**src/short_fault_flags_pkg.sv**
```systemverilog
// Constants and types shared by the short fault flag register bank
package short_fault_flags_pkg;

    // ------------------------------------------------------------------
    // Register offsets and reset value
    // ------------------------------------------------------------------
    localparam logic [7:0] ADDR_GROUPS_C_D = 8'hAC;
    localparam logic [7:0] ADDR_GROUPS_E_F = 8'hAD;
    localparam logic [7:0] ADDR_GROUPS_G_H = 8'hAE;
    localparam logic [7:0] FLAG_REG_RESET  = 8'h00;

    // ------------------------------------------------------------------
    // Field layout
    // ------------------------------------------------------------------
    localparam int LOW_GROUP_LSB  = 0;
    localparam int LOW_RSVD_BIT   = 3;
    localparam int HIGH_GROUP_LSB = 4;
    localparam int HIGH_RSVD_BIT  = 7;
    localparam int CH_PER_GROUP   = 3;

    // ------------------------------------------------------------------
    // Per-channel fault flags, groups C to H
    // ------------------------------------------------------------------
    typedef struct packed {
        logic [CH_PER_GROUP-1:0] group_h;
        logic [CH_PER_GROUP-1:0] group_g;
        logic [CH_PER_GROUP-1:0] group_f;
        logic [CH_PER_GROUP-1:0] group_e;
        logic [CH_PER_GROUP-1:0] group_d;
        logic [CH_PER_GROUP-1:0] group_c;
    } short_faults_type;

    localparam short_faults_type FAULTS_RESET = '0;

endpackage

```
**src/short_fault_flag_registers.sv**
```systemverilog
// Read-only short-circuit fault flag registers for channel groups C to H
//
// Functional notes
// Flag bit reads 1 on detected short
// C/D register: C bits 0-2, D 4-6
// E/F register at ADh, resets 00h
// E/F register: E bits 0-2, F 4-6
// G/H register at AEh, resets 00h
// G/H register: G bits 0-2, H 4-6
// C/D register at ACh, resets 00h
// Host writes never change flag contents
module short_fault_flag_registers
(
    input  wire logic                                 ref_clk_in,
    input  wire logic                                 rst_n_in,
    input  wire short_fault_flags_pkg::short_faults_type fault_detect_in,
    input  wire logic                                 rd_en_in,
    input  wire logic                                 wr_en_in,
    input  wire logic [7:0]                           addr_in,
    output logic      [7:0]                           rd_data_out,
    output logic                                      rd_valid_out,
    output logic                                      wr_done_out
);
    import short_fault_flags_pkg::*;

    // ------------------------------------------------------------------
    // Helpers
    // ------------------------------------------------------------------
    // Two groups into one byte, reserved bits forced low
    function automatic logic [7:0] pack_pair(input logic [CH_PER_GROUP-1:0] low_grp,
                                             input logic [CH_PER_GROUP-1:0] high_grp);
        logic [7:0] word;
        word = FLAG_REG_RESET;
        word[LOW_GROUP_LSB +: CH_PER_GROUP]  = low_grp;
        word[HIGH_GROUP_LSB +: CH_PER_GROUP] = high_grp;
        word[LOW_RSVD_BIT]  = 1'b0;
        word[HIGH_RSVD_BIT] = 1'b0;
        return word;
    endfunction

    // ------------------------------------------------------------------
    // Flag state
    // ------------------------------------------------------------------
    short_faults_type flags_q;
    short_faults_type flags_d;
    logic [7:0]       rd_data_q;
    logic [7:0]       rd_data_d;
    logic             rd_valid_q;
    logic             rd_valid_d;
    logic             wr_done_q;
    logic             wr_done_d;

    // Flags follow the detectors; no write path reaches them
    always_comb
    begin
        flags_d = fault_detect_in;
    end

    // ------------------------------------------------------------------
    // Read port
    // ------------------------------------------------------------------
    always_comb
    begin
        rd_valid_d = rd_en_in;
        wr_done_d  = wr_en_in;
        rd_data_d  = rd_data_q;
        if (rd_en_in)
        begin
            if (addr_in == ADDR_GROUPS_C_D)
            begin
                rd_data_d = pack_pair(flags_q.group_c, flags_q.group_d);
            end
            else if (addr_in == ADDR_GROUPS_E_F)
            begin
                rd_data_d = pack_pair(flags_q.group_e, flags_q.group_f);
            end
            else if (addr_in == ADDR_GROUPS_G_H)
            begin
                rd_data_d = pack_pair(flags_q.group_g, flags_q.group_h);
            end
            else
            begin
                rd_data_d = FLAG_REG_RESET;
            end
        end
    end

    always_ff @(posedge ref_clk_in or negedge rst_n_in)
    begin
        if (!rst_n_in)
        begin
            flags_q    <= FAULTS_RESET;
            rd_data_q  <= FLAG_REG_RESET;
            rd_valid_q <= 1'b0;
            wr_done_q  <= 1'b0;
        end
        else
        begin
            flags_q    <= flags_d;
            rd_data_q  <= rd_data_d;
            rd_valid_q <= rd_valid_d;
            wr_done_q  <= wr_done_d;
        end
    end

    assign rd_data_out  = rd_data_q;
    assign rd_valid_out = rd_valid_q;
    assign wr_done_out  = wr_done_q;

    // ------------------------------------------------------------------
    // Checks
    // ------------------------------------------------------------------
    property p_flag_mirror;
        @(posedge ref_clk_in) disable iff (!rst_n_in)
        1'b1 |=> (flags_q == $past(fault_detect_in));
    endproperty
    a_flag_mirror: assert property (p_flag_mirror)
        else $error("Flags do not follow detector inputs");

    property p_cd_layout;
        @(posedge ref_clk_in) disable iff (!rst_n_in)
        (rd_en_in && addr_in == ADDR_GROUPS_C_D) |=>
            (rd_valid_out && rd_data_out[2:0] == $past(flags_q.group_c)
             && rd_data_out[6:4] == $past(flags_q.group_d)
             && rd_data_out[3] == 1'b0 && rd_data_out[7] == 1'b0);
    endproperty
    a_cd_layout: assert property (p_cd_layout)
        else $error("C/D register layout wrong");

    property p_ef_offset;
        @(posedge ref_clk_in) disable iff (!rst_n_in)
        (rd_en_in && addr_in == ADDR_GROUPS_E_F) |=>
            (rd_valid_out && rd_data_out[2:0] == $past(flags_q.group_e));
    endproperty
    a_ef_offset: assert property (p_ef_offset)
        else $error("E/F register not at its offset");

    property p_ef_layout;
        @(posedge ref_clk_in) disable iff (!rst_n_in)
        (rd_en_in && addr_in == ADDR_GROUPS_E_F) |=>
            (rd_data_out[6:4] == $past(flags_q.group_f)
             && rd_data_out[3] == 1'b0 && rd_data_out[7] == 1'b0);
    endproperty
    a_ef_layout: assert property (p_ef_layout)
        else $error("E/F register layout wrong");

    property p_gh_offset;
        @(posedge ref_clk_in) disable iff (!rst_n_in)
        (rd_en_in && addr_in == ADDR_GROUPS_G_H) |=>
            (rd_valid_out && rd_data_out[2:0] == $past(flags_q.group_g));
    endproperty
    a_gh_offset: assert property (p_gh_offset)
        else $error("G/H register not at its offset");

    property p_gh_layout;
        @(posedge ref_clk_in) disable iff (!rst_n_in)
        (rd_en_in && addr_in == ADDR_GROUPS_G_H) |=>
            (rd_data_out[6:4] == $past(flags_q.group_h)
             && rd_data_out[3] == 1'b0 && rd_data_out[7] == 1'b0);
    endproperty
    a_gh_layout: assert property (p_gh_layout)
        else $error("G/H register layout wrong");

    property p_unmapped_zero;
        @(posedge ref_clk_in) disable iff (!rst_n_in)
        (rd_en_in && addr_in != ADDR_GROUPS_C_D && addr_in != ADDR_GROUPS_E_F
         && addr_in != ADDR_GROUPS_G_H) |=> (rd_valid_out && rd_data_out == 8'h00);
    endproperty
    a_unmapped_zero: assert property (p_unmapped_zero)
        else $error("Address outside the bank did not read zero");

    property p_write_ignored;
        @(posedge ref_clk_in) disable iff (!rst_n_in)
        (wr_en_in && !rd_en_in) |=> (wr_done_out && $stable(rd_data_out)
                                     && flags_q == $past(fault_detect_in));
    endproperty
    a_write_ignored: assert property (p_write_ignored)
        else $error("Write disturbed flag contents");

    property p_wr_ack;
        @(posedge ref_clk_in) disable iff (!rst_n_in)
        wr_en_in |=> wr_done_out;
    endproperty
    a_wr_ack: assert property (p_wr_ack)
        else $error("Write not acknowledged");

    property p_read_holds;
        @(posedge ref_clk_in) disable iff (!rst_n_in)
        !rd_en_in |=> $stable(rd_data_out);
    endproperty
    a_read_holds: assert property (p_read_holds)
        else $error("Read data moved without a read");

    property p_rsvd_zero;
        @(posedge ref_clk_in) disable iff (!rst_n_in)
        rd_valid_out |-> (rd_data_out[LOW_RSVD_BIT] == 1'b0
                          && rd_data_out[HIGH_RSVD_BIT] == 1'b0);
    endproperty
    a_rsvd_zero: assert property (p_rsvd_zero)
        else $error("Reserved read data bit set");

    // ------------------------------------------------------------------
    // Reset checks
    // ------------------------------------------------------------------
    // These watch the bank while reset is held, so they carry no disable clause
    property p_cd_reset;
        @(posedge ref_clk_in)
        !rst_n_in |-> (flags_q.group_c == '0 && flags_q.group_d == '0
                       && rd_data_out == FLAG_REG_RESET && !rd_valid_out);
    endproperty
    a_cd_reset: assert property (p_cd_reset)
        else $error("C/D register not cleared by reset");

    property p_ef_reset;
        @(posedge ref_clk_in)
        !rst_n_in |-> (flags_q.group_e == '0 && flags_q.group_f == '0
                       && rd_data_out == FLAG_REG_RESET && !wr_done_out);
    endproperty
    a_ef_reset: assert property (p_ef_reset)
        else $error("E/F register not cleared by reset");

    property p_gh_reset;
        @(posedge ref_clk_in)
        !rst_n_in |-> (flags_q.group_g == '0 && flags_q.group_h == '0
                       && rd_data_out == FLAG_REG_RESET);
    endproperty
    a_gh_reset: assert property (p_gh_reset)
        else $error("G/H register not cleared by reset");

endmodule

```
**config.mk**
```make
export PLATFORM = sky130hd
export DESIGN_NAME = short_fault_flag_registers
export DESIGN_NICKNAME = d
export VERILOG_FILES = /design/src/short_fault_flags_pkg.sv /design/src/short_fault_flag_registers.sv
export SDC_FILE = /design/constraint.sdc
export NUM_CORES = 1
export LEC_CHECK = 0
export BUFFER_PORTS_ARGS = -buffer_cell sky130_fd_sc_hd__buf_4
export CAP_MARGIN = 20
export CORE_MARGIN = 2
export CORE_UTILIZATION = 45
export CTS_CLUSTER_DIAMETER = 40
export DETAILED_ROUTE_END_ITERATION = 7
export PLACE_DENSITY = 0.77
export SLEW_MARGIN = 20
export SYNTH_ARGS = -nofsm -noshare
export SYNTH_HDL_FRONTEND = slang
export SYNTH_SLANG_ARGS = --single-unit
```
**constraint.sdc**
```tcl
create_clock -name ref_clk_in -period 1.4 [get_ports ref_clk_in]
set_clock_uncertainty 0.15 [all_clocks]
set_input_delay 0.28 -clock ref_clk_in [delete_from_list [all_inputs] [get_ports ref_clk_in]]
set_output_delay 0.28 -clock ref_clk_in [all_outputs]
set_load 0.02 [all_outputs]
```
==> out/metrics.yaml <==
drc: 0
hold_viol_final: 0
worst_ep_arrival_time_ps: 900
ys_ff_latch: 26
overflow: 0
drt-initial-drc-count: 16
async_reset_ff_frac: 1.00
critPathMaxStageDelay_ps: 420
die_y_um: 49.1
cts_buffer_depth: 2
yosysTopAreaCell: "dfrtp_1"
synth_warnings: 0
nFillCells: 137
power_frac_seq: 0.586
start_util: 0.472
syn-instance-count: 70
antenna_found_initial: 0
grt_pass1_vias: 786
cp_slowest_cell: "dfrtp_1"
vias: 738
critPathCaptureType: "primary output"
synth_edf_count: 0
dr.pass1.iters: 4
area_growth_pct: 58.5
avgSynthCellArea_um2: 13.1
maxCapViolCount: 0
cts.sinks: 26
fin_crit_ps: 1330
powerDensity_nw_per_um2: 930
seqCellArea_um2: 651
clkPwrFrac: 0.277
viasPerCell: 4.73
drive_gt1_frac: 0.326
synthMostInstantiatedCell: "dfrtp_1"
path_cells: "buf_4"
port_buffers: 37
cpLargestDelayFamily: "flip-flops"
clk_pin_slew_worst_paths_ps: 130
path_max_fanout: 2
setup_viol: 0
yosysTopAreaCellShare: 0.710
grtUsageTotal: 0.201
combPwrFrac: 0.137
outcome: "finished, final reports clean"
ios: 40
finalWeightedCongestion: 0.705
hold_ws_ps: 56.2
synth_area_leaders: "dfrtp_1 71%, a22o_1 5.7%, o32ai_1 5.7%"
dp_hpwl_mm: 1.20
multi_input_area_um2: 200
fin_cells: 156
switching_share: 0.219
fp.dieArea_um2: 2410
die_x_um: 49.1
place_inst: 132
ant_nets: 0
cts_root_buf: "clkbuf_4"
clock_latency_ps: 320
postCtsSetupRepairBufs: 0
cts_tree: "yes"
cts_buffers: 3
rsz0062_at_grt: "false"
crit_type: "reg -> out"
min_path_type: "in -> reg"
wl_per_cell_um: 13.4
worstPathRequired_ps: 970
antenna_cells: 0
yosys.cell_types.count: 13
fin_nets: 160
drt-total-wl_mm: 2.09
synth_commonest_cells: "26 x dfrtp_1, 12 x inv_1"
synth_flop_cell: "dfrtp_1"
p_leak_nw: 0.714
synth_area_um2: 916
max_freq_mhz: 749
vdd_drop_max_mv: 0.882
rows: 16
core-area_um2: 1940
report.final.slew_viol_count: 0
intPower_mw: 1.05
yosysSeqAreaShare: 0.710
path_buf_inv: 1
grt_max_degree: 27
start_kind: "flop"
timing.final.crit_share: 0.953
p_sw_uw: 296
grt_first_pass_wirelength_mm: 3.47
cts_max_level: 1
[repair_timing]
item,in CTS,in global routing
hold endpoints to repair,45,0
resized for setup,0,0
hold buffers,20,0
[metrics by stage]
step	setup slack (ps)	instance area [um^2]	total power [mW]	TNS, ps	utilization
after global placement	-186	1210	0.936	-991	0.626
final	65.7	1450	1.35	0	0.747
after global routing	13.1	1450	1.40	0	0.747
after CTS	63.4	1450	1.35	0	0.747
after detailed placement	-216	1210	0.939	-1220	0.626
after floorplan	-38.6	920	0.848	-231	-
[path summary, 6_finish.rpt]
path / start / end / slack [ps] / cells after the start
worst max-delay path: rd_data_out[2] / rd_data_out[2] / 70 / 1
worst min-delay path: rd_en_in / rd_valid_out / 60 / 2
worst max register to register: flags_q[15] / rd_data_out[4] / 270 / 3
worst min register to register: rd_data_out[5] / rd_data_out[5] / 380 / 2
max in group asynchronous: rst_n_in / flags_q[17] / 640 / 2
min in group asynchronous: rst_n_in / flags_q[15] / 220 / 2
[power by group through the flow]
stage               clock [mW]  sequential (mW)  combinational (mW)
finish                   0.374            0.791               0.185
global route             0.410            0.793               0.201
detailed placement           0            0.804               0.135
floorplan                    0            0.808              0.0401
CTS                      0.382            0.789               0.180
global placement             0            0.803               0.133
[layout make-up]
cell class,count,share of cell area
well taps,27,0.0233
clock buffers,4,0.0250
repair buffers,58,0.334
multi-input cells,29,0.138
flip-flops and latches,26,0.448
inverters,12,0.0310
[flip-flops by register name (all words and copies together), names as in the netlist]
| signal | count |
|---|---|
| wr_done_out | 1 |
| rd_valid_out | 1 |
| flags_q | 18 |
| rd_data_out | 6 |
[placed cells by master (no fill, tap or decap), drive strengths merged]
master,n
inv,12
a22o,6
clkbuf,4
dfrtp,26
nand4bb,1
nand2b,6
conb,2
o32ai,6
buf,38
nor2,6
nand4,1
or4b,1
dlygate4sd3,20
[metal layers]
layer	share of wire	track usage	vias to the layer above
met5	0	0	-
met4	0.030	0.114	0
met3	0.045	0.0399	6
met2	0.54	0.363	30
met1	0.38	0.215	356
li1	-	-	346
[cells by family (layout without fill, tap and decap cells)]
group           after synthesis  after routing  share of synthesized area
flops                        26             26                      0.710
buf+inv                      16             74                     0.0751
simple gates                 15             15                     0.0956
compound gates               12             12                      0.115
other cells                   1              2                    0.00409
(Power assumes the default switching activity.)
